**src/rhpbs_consts.vh**
```
`ifndef RHPBS_CONSTS_VH
`define RHPBS_CONSTS_VH

`define RHPBS_OFF_FLAGS    4'h0
`define RHPBS_OFF_CENTURY  4'h1
`define RHPBS_OFF_ALM_SEC  4'h2
`define RHPBS_OFF_ALM_MIN  4'h3
`define RHPBS_OFF_ALM_HOUR 4'h4
`define RHPBS_OFF_ALM_DATE 4'h5
`define RHPBS_OFF_ALM_MON  4'h6
`define RHPBS_OFF_WDOG     4'h7
`define RHPBS_OFF_CTRL     4'h8
`define RHPBS_OFF_SEC      4'h9
`define RHPBS_OFF_MIN      4'hA
`define RHPBS_OFF_HOUR     4'hB
`define RHPBS_OFF_DAY      4'hC
`define RHPBS_OFF_DATE     4'hD
`define RHPBS_OFF_MONTH    4'hE
`define RHPBS_OFF_YEAR     4'hF

`define RHPBS_CTRL_WRITE_BIT  7
`define RHPBS_CTRL_READ_BIT   6
`define RHPBS_WDOG_ROUTE_BIT  7
`define RHPBS_ALM_IRQ_EN_BIT  7
`define RHPBS_FLAG_WDOG_BIT   7
`define RHPBS_FLAG_ALARM_BIT  6
`define RHPBS_FLAG_BATLOW_BIT 4

`define RHPBS_RST_CENTURY 8'h20
`define RHPBS_RST_SEC     8'h00
`define RHPBS_RST_MIN     8'h00
`define RHPBS_RST_HOUR    8'h00
`define RHPBS_RST_DAY     8'h01
`define RHPBS_RST_DATE    8'h01
`define RHPBS_RST_MONTH   8'h01
`define RHPBS_RST_YEAR    8'h00

`define RHPBS_CLK_HZ      100000000
`define RHPBS_PWRUP_MS    200
`define RHPBS_PWRUP_CYC   (`RHPBS_PWRUP_MS * (`RHPBS_CLK_HZ / 1000))
`define RHPBS_SEC_CYC     (`RHPBS_CLK_HZ)
`define RHPBS_SIXT_CYC    (`RHPBS_CLK_HZ / 16)
`define RHPBS_WRST_MS     50
`define RHPBS_WRST_CYC    (`RHPBS_WRST_MS * (`RHPBS_CLK_HZ / 1000))

`endif

```
**src/rhpbs_placeholder_none.v**
```verilog
`timescale 1ns/10ps
`default_nettype none
`default_nettype wire

```
**src/rhpbs_calendar.v**
```verilog
`timescale 1ns/10ps
`default_nettype none
`include "rhpbs_consts.vh"

module rhpbs_calendar (
  input  wire       sys_clk,
  input  wire       resetn,
  input  wire       tick,
  input  wire       load,
  input  wire [7:0] ld_sec,
  input  wire [7:0] ld_min,
  input  wire [7:0] ld_hour,
  input  wire [7:0] ld_day,
  input  wire [7:0] ld_date,
  input  wire [7:0] ld_month,
  input  wire [7:0] ld_year,
  input  wire [7:0] ld_cent,
  output reg  [7:0] sec_q,
  output reg  [7:0] min_q,
  output reg  [7:0] hour_q,
  output reg  [7:0] day_q,
  output reg  [7:0] date_q,
  output reg  [7:0] month_q,
  output reg  [7:0] year_q,
  output reg  [7:0] cent_q
);

  function [7:0] bcd_inc;
    input [7:0] v;
    begin
      if (v[3:0] == 4'h9)
        bcd_inc = {v[7:4] + 4'h1, 4'h0};
      else
        bcd_inc = {v[7:4], v[3:0] + 4'h1};
    end
  endfunction

  // divisible-by-four test on a bcd year; 2100 is not caught
  function leap;
    input [7:0] y;
    begin
      if (y[4])
        leap = (y[3:0] == 4'h2) || (y[3:0] == 4'h6);
      else
        leap = (y[3:0] == 4'h0) || (y[3:0] == 4'h4) || (y[3:0] == 4'h8);
    end
  endfunction

  function [7:0] last_date;
    input [7:0] m;
    input [7:0] y;
    begin
      case (m)
        8'h02:   last_date = leap(y) ? 8'h29 : 8'h28;
        8'h04,
        8'h06,
        8'h09,
        8'h11:   last_date = 8'h30;
        default: last_date = 8'h31;
      endcase
    end
  endfunction

  always @(posedge sys_clk or negedge resetn)
  begin
    if (!resetn)
    begin
      sec_q   <= `RHPBS_RST_SEC;
      min_q   <= `RHPBS_RST_MIN;
      hour_q  <= `RHPBS_RST_HOUR;
      day_q   <= `RHPBS_RST_DAY;
      date_q  <= `RHPBS_RST_DATE;
      month_q <= `RHPBS_RST_MONTH;
      year_q  <= `RHPBS_RST_YEAR;
      cent_q  <= `RHPBS_RST_CENTURY;
    end
    else if (load)
    begin
      sec_q   <= ld_sec;
      min_q   <= ld_min;
      hour_q  <= ld_hour;
      day_q   <= ld_day;
      date_q  <= ld_date;
      month_q <= ld_month;
      year_q  <= ld_year;
      cent_q  <= ld_cent;
    end
    else if (tick)
    begin
      sec_q <= (sec_q == 8'h59) ? 8'h00 : bcd_inc(sec_q);
      if (sec_q == 8'h59)
      begin
        min_q <= (min_q == 8'h59) ? 8'h00 : bcd_inc(min_q);
        if (min_q == 8'h59)
        begin
          hour_q <= (hour_q == 8'h23) ? 8'h00 : bcd_inc(hour_q);
          if (hour_q == 8'h23)
          begin
            day_q <= (day_q == 8'h07) ? 8'h01 : bcd_inc(day_q);
            if (date_q == last_date(month_q, year_q))
            begin
              date_q  <= 8'h01;
              month_q <= (month_q == 8'h12) ? 8'h01 : bcd_inc(month_q);
              if (month_q == 8'h12)
              begin
                year_q <= (year_q == 8'h99) ? 8'h00 : bcd_inc(year_q);
                if (year_q == 8'h99)
                  cent_q <= bcd_inc(cent_q);
              end
            end
            else
              date_q <= bcd_inc(date_q);
          end
        end
      end
    end
  end

endmodule // rhpbs_calendar
`default_nettype wire

```
**src/rhpbs_host_port.v**
```verilog
`timescale 1ns/10ps
`default_nettype none
`include "rhpbs_consts.vh"

module rhpbs_host_port #(
  parameter [31:0] SEC_CYCLES  = `RHPBS_SEC_CYC,
  parameter [31:0] SIXT_CYCLES = `RHPBS_SIXT_CYC,
  parameter [31:0] PWRUP_CYCLES = `RHPBS_PWRUP_CYC,
  parameter [31:0] WRST_CYCLES = `RHPBS_WRST_CYC
) (
  input  wire       sys_clk,
  input  wire       resetn,
  input  wire [3:0] register_address,
  input  wire [7:0] data_lines_in,
  output reg  [7:0] data_lines_out,
  output wire       data_lines_oe_n,
  input  wire       chip_enable_n,
  input  wire       output_enable_n,
  input  wire       write_enable_n,
  input  wire       external_ram_select_n,
  input  wire       bank_select,
  output wire       ram_enable_one_n,
  output wire       ram_enable_two_n,
  input  wire       powerfail_deselect_level,
  input  wire       battery_switch_level,
  input  wire       battery_low,
  input  wire       watchdog_kick,
  output wire       reset_out,
  output wire       reset_out_oe_n,
  output wire       irq_out,
  output wire       irq_out_oe_n
);

  // monitor conditions: 1 = supply out of tolerance / on battery
  wire pf   = powerfail_deselect_level;
  wire batt = battery_switch_level;
  wire deselect = pf | batt;

  reg  [7:0] mem [0:15];
  integer    i;

  // strobe synchronisers
  reg ce_m_q;
  reg ce_s_q;
  reg we_m_q;
  reg we_s_q;
  reg wr_act_q;
  reg rd_act_q;
  reg [3:0] wa_q;
  reg [7:0] wd_q;
  reg [3:0] ra_q;

  wire wr_act = ~ce_s_q & ~we_s_q;
  wire rd_act = ~ce_s_q & we_s_q;
  wire wr_commit = wr_act_q & ~wr_act & ~deselect;
  wire rd_end    = rd_act_q & ~rd_act & ~deselect;

  always @(posedge sys_clk or negedge resetn)
  begin
    if (!resetn)
    begin
      ce_m_q   <= 1'b1;
      ce_s_q   <= 1'b1;
      we_m_q   <= 1'b1;
      we_s_q   <= 1'b1;
      wr_act_q <= 1'b0;
      rd_act_q <= 1'b0;
      wa_q     <= 4'h0;
      wd_q     <= 8'h00;
      ra_q     <= 4'h0;
    end
    else
    begin
      ce_m_q <= chip_enable_n;
      ce_s_q <= ce_m_q;
      we_m_q <= write_enable_n;
      we_s_q <= we_m_q;
      // a supply dip mid-cycle aborts the write rather than commit junk
      wr_act_q <= wr_act & ~deselect;
      rd_act_q <= rd_act & ~deselect;
      // capture on the raw strobes: data hold after the strobe is zero
      if (!chip_enable_n && !write_enable_n && !deselect)
      begin
        wa_q <= register_address;
        wd_q <= data_lines_in;
      end
      if (!chip_enable_n && write_enable_n && !deselect)
        ra_q <= register_address;
    end
  end

  // one second and one sixteenth second enables
  reg [31:0] sec_div_q;
  reg [31:0] sixt_div_q;
  reg        sec_tick_q;
  reg        sixt_tick_q;
  reg        copy_q;

  always @(posedge sys_clk or negedge resetn)
  begin
    if (!resetn)
    begin
      sec_div_q   <= 32'h0000_0000;
      sixt_div_q  <= 32'h0000_0000;
      sec_tick_q  <= 1'b0;
      sixt_tick_q <= 1'b0;
      copy_q      <= 1'b0;
    end
    else
    begin
      // keeps counting on battery so time is not lost
      sec_tick_q  <= (sec_div_q == SEC_CYCLES - 32'h1);
      sec_div_q   <= (sec_div_q == SEC_CYCLES - 32'h1) ? 32'h0 : sec_div_q + 32'h1;
      sixt_tick_q <= (sixt_div_q == SIXT_CYCLES - 32'h1);
      sixt_div_q  <= (sixt_div_q == SIXT_CYCLES - 32'h1) ? 32'h0 : sixt_div_q + 32'h1;
      copy_q      <= sec_tick_q;
    end
  end

  // calendar counters
  reg        cal_load_q;
  wire [7:0] c_sec;
  wire [7:0] c_min;
  wire [7:0] c_hour;
  wire [7:0] c_day;
  wire [7:0] c_date;
  wire [7:0] c_month;
  wire [7:0] c_year;
  wire [7:0] c_cent;

  rhpbs_calendar i_rhpbs_calendar (
    .sys_clk  (sys_clk),
    .resetn   (resetn),
    .tick     (sec_tick_q),
    .load     (cal_load_q),
    .ld_sec   (mem[`RHPBS_OFF_SEC]),
    .ld_min   (mem[`RHPBS_OFF_MIN]),
    .ld_hour  (mem[`RHPBS_OFF_HOUR]),
    .ld_day   (mem[`RHPBS_OFF_DAY]),
    .ld_date  (mem[`RHPBS_OFF_DATE]),
    .ld_month (mem[`RHPBS_OFF_MONTH]),
    .ld_year  (mem[`RHPBS_OFF_YEAR]),
    .ld_cent  (mem[`RHPBS_OFF_CENTURY]),
    .sec_q    (c_sec),
    .min_q    (c_min),
    .hour_q   (c_hour),
    .day_q    (c_day),
    .date_q   (c_date),
    .month_q  (c_month),
    .year_q   (c_year),
    .cent_q   (c_cent)
  );

  wire [7:0] ctrl = mem[`RHPBS_OFF_CTRL];
  wire freeze = ctrl[`RHPBS_CTRL_WRITE_BIT] | ctrl[`RHPBS_CTRL_READ_BIT];
  wire ctrl_wr = wr_commit && (wa_q == `RHPBS_OFF_CTRL);

  // user copies and settings
  always @(posedge sys_clk or negedge resetn)
  begin
    if (!resetn)
    begin
      for (i = 0; i < 16; i = i + 1)
        mem[i] <= 8'h00;
      mem[`RHPBS_OFF_CENTURY] <= `RHPBS_RST_CENTURY;
      mem[`RHPBS_OFF_DAY]     <= `RHPBS_RST_DAY;
      mem[`RHPBS_OFF_DATE]    <= `RHPBS_RST_DATE;
      mem[`RHPBS_OFF_MONTH]   <= `RHPBS_RST_MONTH;
      cal_load_q <= 1'b0;
    end
    else
    begin
      // leaving write-freeze pushes the copies into the counters
      cal_load_q <= ctrl_wr & ctrl[`RHPBS_CTRL_WRITE_BIT] & ~wd_q[`RHPBS_CTRL_WRITE_BIT];
      // a refresh in the load cycle would write the stale count back
      if (copy_q && !freeze && !cal_load_q)
      begin
        mem[`RHPBS_OFF_SEC]     <= c_sec;
        mem[`RHPBS_OFF_MIN]     <= c_min;
        mem[`RHPBS_OFF_HOUR]    <= c_hour;
        mem[`RHPBS_OFF_DAY]     <= c_day;
        mem[`RHPBS_OFF_DATE]    <= c_date;
        mem[`RHPBS_OFF_MONTH]   <= c_month;
        mem[`RHPBS_OFF_YEAR]    <= c_year;
        mem[`RHPBS_OFF_CENTURY] <= c_cent;
      end
      // flag byte lives in its own flops; host data wins over the refresh
      if (wr_commit && (wa_q != `RHPBS_OFF_FLAGS))
        mem[wa_q] <= wd_q;
    end
  end

  // watchdog
  reg  [10:0] wd_cnt_q;
  reg         wd_to_q;
  reg         wdi_q;
  wire [7:0]  watchdog_route_bit = mem[`RHPBS_OFF_WDOG];
  wire [10:0] wd_limit = {6'h00, watchdog_route_bit[6:2]} << {watchdog_route_bit[1:0], 1'b0};
  wire        wd_kick = (watchdog_kick ^ wdi_q) | (wr_commit && (wa_q == `RHPBS_OFF_WDOG));
  wire        wd_on = (watchdog_route_bit[6:2] != 5'h00);

  always @(posedge sys_clk or negedge resetn)
  begin
    if (!resetn)
    begin
      wd_cnt_q <= 11'h000;
      wd_to_q  <= 1'b0;
      wdi_q    <= 1'b0;
    end
    else
    begin
      wdi_q   <= watchdog_kick;
      wd_to_q <= 1'b0;
      if (!wd_on || wd_kick)
        wd_cnt_q <= wd_limit;
      else if (sixt_tick_q)
      begin
        if (wd_cnt_q <= 11'h001)
        begin
          wd_to_q  <= 1'b1;
          wd_cnt_q <= wd_limit;
        end
        else
          wd_cnt_q <= wd_cnt_q - 11'h001;
      end
    end
  end

  // alarm compare against the counters, once per copy_q pulse, even under freeze
  wire [7:0] am = mem[`RHPBS_OFF_ALM_MON];
  wire alarm_hit = copy_q &&
                   (am[4:0] == c_month[4:0]) &&
                   (mem[`RHPBS_OFF_ALM_DATE][5:0] == c_date[5:0]) &&
                   (mem[`RHPBS_OFF_ALM_HOUR][5:0] == c_hour[5:0]) &&
                   (mem[`RHPBS_OFF_ALM_MIN][6:0] == c_min[6:0]) &&
                   (mem[`RHPBS_OFF_ALM_SEC][6:0] == c_sec[6:0]);

  // flags and reset pulse
  reg        wflag_q;
  reg        aflag_q;
  reg [31:0] wrst_cnt_q;
  reg [31:0] hold_cnt_q;
  wire       flag_rd = rd_end && (ra_q == `RHPBS_OFF_FLAGS);
  wire [7:0] flags = {wflag_q, aflag_q, 1'b0, battery_low, 4'h0};

  always @(posedge sys_clk or negedge resetn)
  begin
    if (!resetn)
    begin
      wflag_q    <= 1'b0;
      aflag_q    <= 1'b0;
      wrst_cnt_q <= 32'h0000_0000;
      hold_cnt_q <= PWRUP_CYCLES;
    end
    else
    begin
      // a new event in the read-clear cycle survives
      if (wd_to_q)
        wflag_q <= 1'b1;
      else if (flag_rd)
        wflag_q <= 1'b0;
      if (alarm_hit)
        aflag_q <= 1'b1;
      else if (flag_rd)
        aflag_q <= 1'b0;
      if (wd_to_q && watchdog_route_bit[`RHPBS_WDOG_ROUTE_BIT])
        wrst_cnt_q <= WRST_CYCLES;
      else if (wrst_cnt_q != 32'h0)
        wrst_cnt_q <= wrst_cnt_q - 32'h1;
      if (deselect)
        hold_cnt_q <= PWRUP_CYCLES;
      else if (hold_cnt_q != 32'h0)
        hold_cnt_q <= hold_cnt_q - 32'h1;
    end
  end

  wire hold = (hold_cnt_q != 32'h0);

  // read data
  always @(posedge sys_clk or negedge resetn)
  begin
    if (!resetn)
      data_lines_out <= 8'h00;
    else if (register_address == `RHPBS_OFF_FLAGS)
      data_lines_out <= flags;
    else
      data_lines_out <= mem[register_address];
  end

  // bus drive follows the pins directly, as an async part would
  assign data_lines_oe_n = ~(~chip_enable_n & write_enable_n & ~output_enable_n
                             & ~deselect);

  // ram enables; bank_select picks one, so both enables are never low together
  wire ram_off = deselect | hold | external_ram_select_n;
  assign ram_enable_one_n = ram_off | bank_select;
  assign ram_enable_two_n = ram_off | ~bank_select;

  // open-drain outputs; released on battery like the data bus, while the ram enables are driven high
  wire rst_active = pf | hold | (wrst_cnt_q != 32'h0);
  wire irq_active = (aflag_q & am[`RHPBS_ALM_IRQ_EN_BIT]) |
                    (wflag_q & ~watchdog_route_bit[`RHPBS_WDOG_ROUTE_BIT]);
  assign reset_out      = 1'b0;
  assign reset_out_oe_n = ~rst_active | batt;
  assign irq_out        = 1'b0;
  assign irq_out_oe_n   = ~irq_active | batt;

endmodule // rhpbs_host_port
`default_nettype wire

```
**config.mk**
```make
export PLATFORM = sky130hd
export DESIGN_NAME = rhpbs_host_port
export DESIGN_NICKNAME = d
export VERILOG_FILES = /design/src/rhpbs_placeholder_none.v /design/src/rhpbs_calendar.v /design/src/rhpbs_host_port.v
export VERILOG_INCLUDE_DIRS = /design/src
export SDC_FILE = /design/constraint.sdc
export NUM_CORES = 1
export LEC_CHECK = 0
export ABC_AREA = 1
export BUFFER_PORTS_ARGS = -buffer_cell sky130_fd_sc_hd__buf_2
export CORE_ASPECT_RATIO = 1.1
export CORE_MARGIN = 2
export CORE_UTILIZATION = 58
export CTS_CLUSTER_DIAMETER = 100
export CTS_CLUSTER_SIZE = 14
export DETAILED_ROUTE_END_ITERATION = 8
export GPL_TIMING_DRIVEN = 0
export PLACE_DENSITY = 0.74
export SLEW_MARGIN = 20
export SYNTH_ARGS = -nofsm -noshare
export SYNTH_HDL_FRONTEND = slang
export SYNTH_SLANG_ARGS = --single-unit
```
**constraint.sdc**
```tcl
create_clock -name sys_clk -period 1.8 [get_ports sys_clk]
set_input_delay 0.36 -clock sys_clk [delete_from_list [all_inputs] [get_ports sys_clk]]
set_output_delay 0.36 -clock sys_clk [all_outputs]
set_load 0.01 [all_outputs]
```
After elaboration in Yosys (flattened, before gate mapping)
Cells that the tools add are included.

Register bits after elaboration: 369. Bits in latches: 0. RAM bits: 0. Bits in read-only memories: 0. Input bits: 23. Output and inout bits: 15. Logic and storage cells: 320. Memories kept: 0.

Add/sub/neg operators: 21. $mul: 0. Divide/modulo/power cells: 0. $lt $le $gt $ge: 4. Eq/ne operators: 33. Shift operators: 1. Muxes and demuxes: 94. Bitwise logic cells: 43. Reductions and logical operators: 69.

Operators with widths (number): 8-bit 2-to-1 mux (65); 32-bit 2-to-1 mux (6); 128-bit bitwise mux (1); 120-bit 2-to-1 mux (1); 32-bit by 1-bit adder with 32-bit output (second input constant) (2); 4-bit by 1-bit adder with 4-bit output (second input constant) (16); 32-bit nonzero test (2); 32-bit by 1-bit subtractor with 32-bit output (second input constant) (2); 56-bit 2-to-1 mux (1); 4-bit equality test (second input constant) (10); 11-bit 2-to-1 mux (3); 8-bit binary-select mux with 4-bit select (1); 8-bit demux with 4-bit select (1); 32-bit by 23-bit equality test with 1-bit output (second input constant) (1); 32-bit by 27-bit equality test with 1-bit output (second input constant) (1); 2-bit nonzero test (13); 8-bit by 3-bit equality test with 1-bit output (second input constant) (3); 3-bit nonzero test (7); 1-bit logical AND (17); 8-bit by 5-bit equality test with 1-bit output (second input constant) (2); 8-bit by 7-bit equality test with 1-bit output (second input constant) (2); 8-bit case mux with 2 select lines (1); 1-bit AND (15); 5-bit AND reduction (3); 32 further kinds (89).

Depth between registers and ports, before layout
Gate-level depths: netlist of the first run.

Word-level depth: 24. Gate-level depth with buffers: 14. Gate-level depth less buffers: 14.

Hierarchy
A second synthesis of the first run with hierarchy kept.

Cell total of the unflattened synthesis: 2990. Area, all modules: 21678.3 um2.

Modules (own cells, without submodules): rhpbs_host_port (times used 1, cells an instance 2409, area an instance 17299.1 um2, sequential area each 7577.3 um2); rhpbs_calendar (times used 1, cells an instance 581, area an instance 4379.2 um2, sequential area each 1606.5 um2).

Least setup slack after synthesis of the first run
OpenSTA, ideal clock, no wires.

Kind: reg-to-output. Start: reg hold_cnt_q[0]. End: out reset_out_oe_n. Arrival time: 1.528 ns. Data required time: 1.440 ns. Setup slack: -0.088 ns. Cell stages (with the launch flop): 9. Path buffers: 0. Cell sequence: dfrtp_1 > inv_1 > ha_1 > inv_1 > nor3_1 > nand3_1 > nor2_1 > inv_1 > o31ai_1.

Word-level cells in the longest chain between the ends: 5.

RTL lines: from (decl) (line rhpbs_host_port.v:242) `reg [31:0] hold_cnt_q;`; from (signal assigned) (line rhpbs_host_port.v:273) `hold_cnt_q <= hold_cnt_q - 32'h1;`; 32-bit nonzero test (line rhpbs_host_port.v:277) `wire hold = (hold_cnt_q != 32'h0);`; 1-bit OR (2 in series) (line rhpbs_host_port.v:300) `wire rst_active = pf | hold | (wrst_cnt_q != 32'h0);`; 1-bit inverter (line rhpbs_host_port.v:304) `assign reset_out_oe_n = ~rst_active | batt;`; 1-bit OR (line rhpbs_host_port.v:304); to (decl) (line rhpbs_host_port.v:29) `output wire reset_out_oe_n,`.

Every way passes these cells.

Worst setup path after layout of the first run
Start: reg hold_cnt_q[4]. End: out reset_out_oe_n.

The elaborated chain is that of the path after synthesis.

==> results by group, run 1 <==
Placed design
  – Routability cong.: 1.05
  – Placed instance count: ~3200
  – DP Wirelength: 47200 um
  – PortBufs: 34

STA
  – Setup violators final: 173
  – Hold_ws: about 38 ps
  – Tcrit/Tclk final: 142%
  – RSZ-0062 raised after global routing: true
  – Min setup slack post-route: -748 ps
  – Fin crit period: 2550 ps
  – Skew final: 24.1 ps
  – Final Max Tran Viols: 0
  – Worst-Margin Slew: 709 ps
  – Worst slew margin: 52.7%
  – FMAX: 392 MHz
  – Final hold vios: 0
  – Final TNS setup: -16460 ps

Logic synthesis
  – Post-Syn Area: 20500 um2
  – Yosys Warn Count: 0
  – Synth cell types: between 50 and 60
  – Number of synthesized flops with an enable pin: 0
  – #FFs+latches synth: 366
  – Top cell type's share of synthesized area: 42.2%
  – Ys async rst share: 100%
  – Main synth FF type: dfrtp_1
  – Top cells by area, synth: dfrtp_1, nand2_1, o21ai_0, nor2_1, inv_1
  – Avg Cell Area, Syn: roughly 7.6 um2
  – Synth Instances: 2696
  – Post-synthesis sequential area ratio: ~45%
  – Leading area contributor after synthesis: dfrtp_1

Critical path
  – Reg2reg setup slack: -260 ps
  – Type of the worst setup path: reg2out
  – CP bufs+invs: 2
  – CP Max Fanout: 4
  – CP max stage delay: 420 ps
  – Slowest stage cell, crit path: dfrtp_1
  – Worst Setup End Kind: primary output
  – Top Family by Delay on Critical Path: simple AND/OR/NAND/NOR gates
  – Reg2reg end: i_rhpbs_calendar.month_q[4]
  – Worst R2R Start: i_rhpbs_calendar.sec_q[1]
  – Critical Path AT: about 2200 ps
  – Worst setup path end: reset_out_oe_n
  – CP Depth: 8
  – R2R depth: 14
  – Worst Setup SP: hold_cnt_q[4]
  – WP data required: 1440 ps
  – Worst-path cell chain: nor2_2 -> nand2_1 -> nor3_1 -> nand3_1 -> nor2_4 -> inv_2 -> o31ai_2 -> buf_2
  – CP startpoint kind: flop

Floorplan
  – I/O pin total: 38
  – Core ar.: 35000 um2
  – Die ar.: 36900 um2
  – Die H: 201 um
  – Initial Utilization: 58.6%
  – Num rows: 72
  – Die X-Extent: 183 um

Final layout
  – Area of the multi-input gates: 12100 um2
  – Filler cells: 2483
  – Register Area: 9210 um2
  – Fraction of layout cells with a size suffix above 1: 28.5%
  – Non-Filler Instances: 3448
  – Post-layout util: 76.6%
  – Area growth syn-to-layout: 30.8%
  – Final net count: 3037

GRT
  – GRT Util Overall: 37.2%
  – Number of global-route vias before repair: 20100
  – Initial antenna violation count: 3
  – Largest net degree at the start of global routing: 100
  – First-pass GRT wire length: about 110000 um
  – Total grt overflow: 0

Clock network
  – CTS sink count: roughly 370
  – TritonCTS clock tree: built
  – Reg clk slew, reported paths: approximately 70 ps
  – Clock Root Buffer: clkbuf_16
  – # H-tree levels: 1
  – Worst skew pair latency: slightly below 600 ps
  – Cts bufs inserted: 30
  – Max Buffers Root-to-Sink: 3

Power
  – PwrDens: around 660 nW/um2
  – Leakage: 12.3 nW
  – Max VDD drop: 696 uV

Drt
  – Initial drt markers: 2536
  – DRC: 0
  – Routed vias: approximately 22000
  – Antenna Nets Post-Route: 0
  – Initial DRT Pass Iterations: 7
  – Drt total wl: roughly 74000 um
  – Drt via density: between 6 and 7
  – Routed WL per cell: 21.5 um

Run
  – Max_cap viols: 0

Hold path
  – Hold Crit Class: in2reg

Status
  – Violated checks: setup timing
  – Status: finished with violations
## per-layer routing
metal | GRT usage (%) | wire, um
met5 | 0 | 34
met3 | 7.04 | 7610
met4 | 19.4 | 5020
met1 | 48.2 | 27800
met2 | 59.4 | 33800
## cells in the mapped netlist, types with 10 or more instances
cell / n
nand2_1: 617
dfrtp_1: 346
o21ai_0: 307
nor2_1: 278
inv_1: 277
nand3_1: 140
xor2_1: 97
a21oi_1: 90
nor3_1: 88
clkbuf_1: 76
nand4_1: 72
ha_1: 33
o22ai_1: 30
xnor2_1: 22
dfstp_2: 20
or2_2: 20
a31oi_1: 19
nor4_1: 17
buf_2: 13
o211ai_1: 13
o21ai_1: 13
nor2_2: 10
## worst min path at each step
stage	from	to	slack, ps	cells after the start
4_1_cts	data_lines_in[5]	wd_q[5]	40	3
5_1_grt	data_lines_in[5]	wd_q[5]	40	3
2_1_floorplan	resetn	aflag_q	60	0
3_5_place_dp	resetn	i_rhpbs_calendar.year_q[1]	300	1
6_report	write_enable_n	we_m_q	40	1
3_3_place_gp	ce_m_q	ce_s_q	350	0
## cells by family (layout without fill, tap and decap cells)
| group | after synthesis | count (layout) | synth area share, % |
|---|---|---|---|
| adder cells (fa/ha/maj) | 33 | 33 | 2.01 |
| AND/OR/NAND/NOR | 1276 | 1284 | 27.2 |
| other | 1 | 3 | 0.0183 |
| multiplexers | 1 | 1 | 0.0549 |
| XOR/XNOR | 119 | 119 | 5.08 |
| flip-flops | 366 | 366 | 44.7 |
| AO/OA/AOI/OAI | 510 | 510 | 13.5 |
| buffers and inverters | 390 | 688 | 7.41 |
## metrics by stage
stage	worst slack [ps]	instance area (um2)	power, mW
finish	-748	26900	17.8
global route	-854	26900	18.3
CTS	-705	24900	17.3
detailed placement	-596	21400	10.8
global placement	-6700	21300	10.7
floorplan	-14.0	20500	9.88
## final cells by class
class / instances / area share [%]
well taps: 444 / 2.07
clock buffers: 53 / 3.20
repair inverters: 2 / 0.0885
multi-input cells: 1949 / 45.0
inverters: 292 / 4.30
clock inverters: 1 / 0.0606
diodes: 1 / 0.00932
repair buffers: 249 / 8.70
flip-flops and latches: 366 / 34.3
plain buffers: 91 / 2.33
## power breakdown
group | internal [mW] | leakage (nW) | switching [mW] | total [mW]
Combinational | 0.723 | 7.12 | 1.75 | 2.47
Sequential | 8.54 | 4.81 | 0.377 | 8.91
Clock | 3.21 | 0.415 | 3.16 | 6.38
Total | 12.5 | 12.3 | 5.29 | 17.8
## layout by cell type (no fill, tap or decap), types with 8 or more instances in the layout
cell	Yosys	routed
clkbuf_2	0	16
or2_2	20	18
nand2_4	1	25
nand3_2	3	23
nand2_1	617	482
nor3_2	5	13
buf_4	5	136
nand2_8	0	23
nand3_4	1	16
buf_6	0	66
inv_1	277	243
nand3_1	140	107
buf_12	0	9
nor2_1	278	190
o211ai_1	13	13
dfrtp_2	0	18
nand2_2	4	98
clkbuf_16	0	32
clkbuf_1	76	63
nand4_1	72	72
xnor2_1	22	22
ha_1	33	26
o21ai_1	13	63
nor3_1	88	73
buf_8	2	21
a31oi_1	19	17
a21oi_2	0	8
dfrtp_1	346	328
o21ai_0	307	184
dfstp_2	20	20
xor2_1	97	96
nor2_2	10	56
nor2_4	6	48
nor4_1	17	13
buf_2	13	35
inv_2	9	32
o22ai_1	30	30
nor3_4	3	10
a21oi_1	90	76
o21ai_2	1	72
## what timing repair did
item,4_1_cts,5_1_grt
cloned,17,10
setup buffers,140,77
setup endpoints to repair,275,294
endpoints found under the hold margin,47,0
pin swaps,83,120
hold buffers,4,0
resized for setup,432,492
## state kept, by name (all words and copies together), names as in the netlist, 4 cells and up
signal	cells
i_rhpbs_calendar.cent_q	8
ra_q	4
sixt_div_q	32
i_rhpbs_calendar.sec_q	8
i_rhpbs_calendar.min_q	8
i_rhpbs_calendar.day_q	8
i_rhpbs_calendar.hour_q	8
data_lines_out	8
am	8
hold_cnt_q	32
sec_div_q	32
wrst_cnt_q	32
i_rhpbs_calendar.year_q	8
ctrl	8
wd_q	8
wd_cnt_q	11
i_rhpbs_calendar.month_q	8
i_rhpbs_calendar.date_q	8
watchdog_route_bit	8
mem	101
wa_q	4
## worst reg2reg max path, stage by stage (launching register included)
cell and delay [ps]:
dfrtp_1 400, inv_2 100, ha_4 140, nand3_2 90, inv_2 110, nor2_4 50, nor2_4 130, nand2_4 90
nor2_4 130, buf_6 140, nand2_8 100, clkinv_8 90, bufbuf_16 250, nand4_1 90, nand2_1 90
Power figures use the tool's default switching activity.
==> inputs of run 2 (changes only) <==
==> constraint.sdc (replaced) <==
create_clock -name sys_clk -period 1.8 [get_ports sys_clk]
set_input_delay 0.36 -clock sys_clk [delete_from_list [all_inputs] [get_ports sys_clk]]
set_output_delay 0.36 -clock sys_clk [all_outputs]
set_load 0.1 [all_outputs]
==> run 2 against run 1 <==
Net effect: the run still ends with setup timing left; global-route usage up 1.6 points; count of clock-buffer cells in the layout up 1; final cell count up 0.52%; non-clock buffer count up 20; setup slack worse by 57 ps; highest routed layer is now met4.
==> results by group, run 2 (synthesized netlist as in run 1, its figures left out) <==
Placed design
  – PortBufs: 34 (unchanged)
  – DP Wirelength: 48200 um (+2.3%)
  – Placed instance count: 3179 (unchanged)
  – Routability cong.: 1.01 (-3.9%)
  – Dpl ws: -657 ps (-60.3 ps)

Floorplan
  – Die ar.: 36900 um2 (unchanged)
  – Core ar.: 35000 um2 (unchanged)
  – I/O pin total: 38 (unchanged)
  – Initial Utilization: 58.6% (unchanged)
  – Die X-Extent: 183 um (unchanged)
  – Die H: 201 um (unchanged)
  – Num rows: 72 (unchanged)

Final layout
  – Fraction of layout cells with a size suffix above 1: 29.6% (+1.1 points)
  – Area growth syn-to-layout: 32.6%
  – Most common cell after layout, fill and taps aside: nand2_1
  – Biggest register: mem
  – Final net count: 3053 (+0.53%)
  – Max FFs per register: 101 (unchanged)
  – Non-Filler Instances: 3466 (+0.52%)
  – Most frequent cells in the layout: nand2_1, dfrtp_1, inv_1

Clock network
  – Worst skew pair latency: 620 ps (+30 ps)
  – Max Buffers Root-to-Sink: 3 (unchanged)
  – TritonCTS clock tree: built
  – Clock Root Buffer: clkbuf_16
  – Reg clk slew, reported paths: 70 ps (about the same)
  – CTS sink count: 366 (unchanged)
  – # H-tree levels: 1 (unchanged)
  – Cts bufs inserted: 30 (unchanged)

Critical path
  – WP data required: 1440 ps (about the same)
  – Type of the worst setup path: reg2out
  – Critical Path AT: 2250 ps (+60 ps)
  – CP startpoint kind: flop
  – Worst Setup End Kind: primary output
  – CP Max Fanout: 3 (-1)
  – CP max stage delay: 420 ps (about the same)
  – Worst-path cell chain: nor2_2 -> nand2_2 -> nor2_4 -> and2_4 -> nand4_1 -> buf_6 -> o31ai_4 -> buf_12
  – Slowest stage cell, crit path: dfrtp_1

Drt
  – Drt via density: 6.21 (-0.70%)
  – Initial DRT Pass Iterations: 8 (+1)
  – Drt total wl: 76200 um (+2.7%)
  – Routed vias: 21500 (-0.19%)
  – Initial drt markers: 2654 (+4.7%)
  – Antenna Nets Post-Route: 0 (unchanged)
  – Routed WL per cell: 22.0 um (+2.2%)
  – DRC: 0 (unchanged)

STA
  – Min setup slack post-route: -805 ps (-57.1 ps)
  – Hold_ws: 19.1 ps (-18.7 ps)
  – Tcrit/Tclk final: 145% (+3.2 points)
  – Final Max Tran Viols: 0 (unchanged)
  – Worst slew margin: 44.3% (-8.4 points)
  – Fin crit period: 2610 ps (+57.1 ps)
  – RSZ-0062 raised after global routing: true
  – FMAX: 384 MHz (-2.2%)
  – Final hold vios: 0 (unchanged)
  – Skew final: 23.9 ps (-0.187 ps)
  – Worst-Margin Slew: 835 ps (+126 ps)
  – Setup violators final: 199 (+15%)

Power
  – Leakage: 12.6 nW (+1.7%)
  – Final Power: 17.9 mW (+0.92%)
  – Max VDD drop: 840 uV (+21%)
  – PwrDens: 658 nW/um2 (-0.46%)

GRT
  – GRT Util Overall: 38.7% (+1.6 points)
  – Initial antenna violation count: 0 (-3)
  – Largest net degree at the start of global routing: 103 (+3.0%)
  – Total grt overflow: 0 (unchanged)
  – First-pass GRT wire length: 111000 um (+3.3%)
  – Number of global-route vias before repair: 20300 (+1.1%)

Run
  – Max_cap viols: 0 (unchanged)

Status
  – Violated checks: setup timing
  – Status: finished with violations

Hold path
  – Hold Crit Class: in2reg
==> run 2: changes by cell type in the layout (fill, tap and decap cells not counted), moves of 5 or more <==
| cell | before | now |
|---|---|---|
| o21ai_2 | 72 | 78 |
| nor2_4 | 48 | 54 |
| nand2_1 | 482 | 463 |
| buf_8 | 21 | 27 |
| nand2_2 | 98 | 115 |
| o21ai_1 | 63 | 56 |
| buf_6 | 66 | 73 |
| nand2_8 | 23 | 18 |
| nor2_2 | 56 | 46 |
==> run 2: cell type report <==
cell class                 instances  area, um2
fill                            2403       7820
clock inverter                     2       32.5
timing repair inverter             1       7.51
buffer                            91        643
inverter                         292       1160
sequential                       366       9210
antenna                            1       2.50
clock buffer                      54        841
tap                              444        556
multi-input combinational       1946      12200
timing repair buffer             269       2620
==> run 2: metrics by stage <==
step                 TNS, ps  instance area [um2]  utilization (%)
floorplan               -998                20600                -
global placement    -2457640                21300             60.9
detailed placement    -89460                21400             61.2
CTS                   -19030                25100             71.7
global route          -37610                27200             77.7
finish                -25100                27200             77.7
==> run 2: per-layer routing <==
metal  up-vias  wire length (um)  GRT usage, %
met4         0              5300          22.3
li1       9532                 -             -
met2      1308             34800          61.3
met5         -                 0             0
met1     10300             28600          50.7
met3       404              7630          6.10
==> run 2: worst paths after layout <==
check | from | endpoint | slack, ps | cells past startpoint
setup / recovery | wrst_cnt_q[10] | reset_out_oe_n | -810 | 8
setup reg to reg | i_rhpbs_calendar.month_q[5] | i_rhpbs_calendar.date_q[5] | -310 | 15
hold reg to reg | ce_m_q | ce_s_q | 360 | 0
hold / removal | data_lines_in[5] | wd_q[5] | 20 | 3
min in group asynchronous | resetn | i_rhpbs_calendar.year_q[0] | 210 | 2
max in group asynchronous | resetn | sixt_div_q[2] | 310 | 4
==> run 2: what timing repair did <==
| action | CTS | global route |
|---|---|---|
| pin swaps | 89 | 124 |
| buffers inserted | 165 | 83 |
| endpoints found under the hold margin | 110 | 0 |
| cloned | 15 | 11 |
| gates resized for setup | 473 | 506 |
| hold buffers | 4 | 0 |
| setup endpoints to repair | 275 | 298 |
==> run 2: worst max-delay path, delay by kind of cell (launching register included) <==
family | cells | cell delay [ps]
compound gates | 1 | 200
simple gates | 5 | 640
flops | 1 | 420
buf+inv | 2 | 360
==> run 2: report_power, final <==
part | switching [mW] | internal [mW]
sequential | 0.377 | 8.54
clock | 3.17 | 3.16
combinational | 1.95 | 0.733
total | 5.50 | 12.4
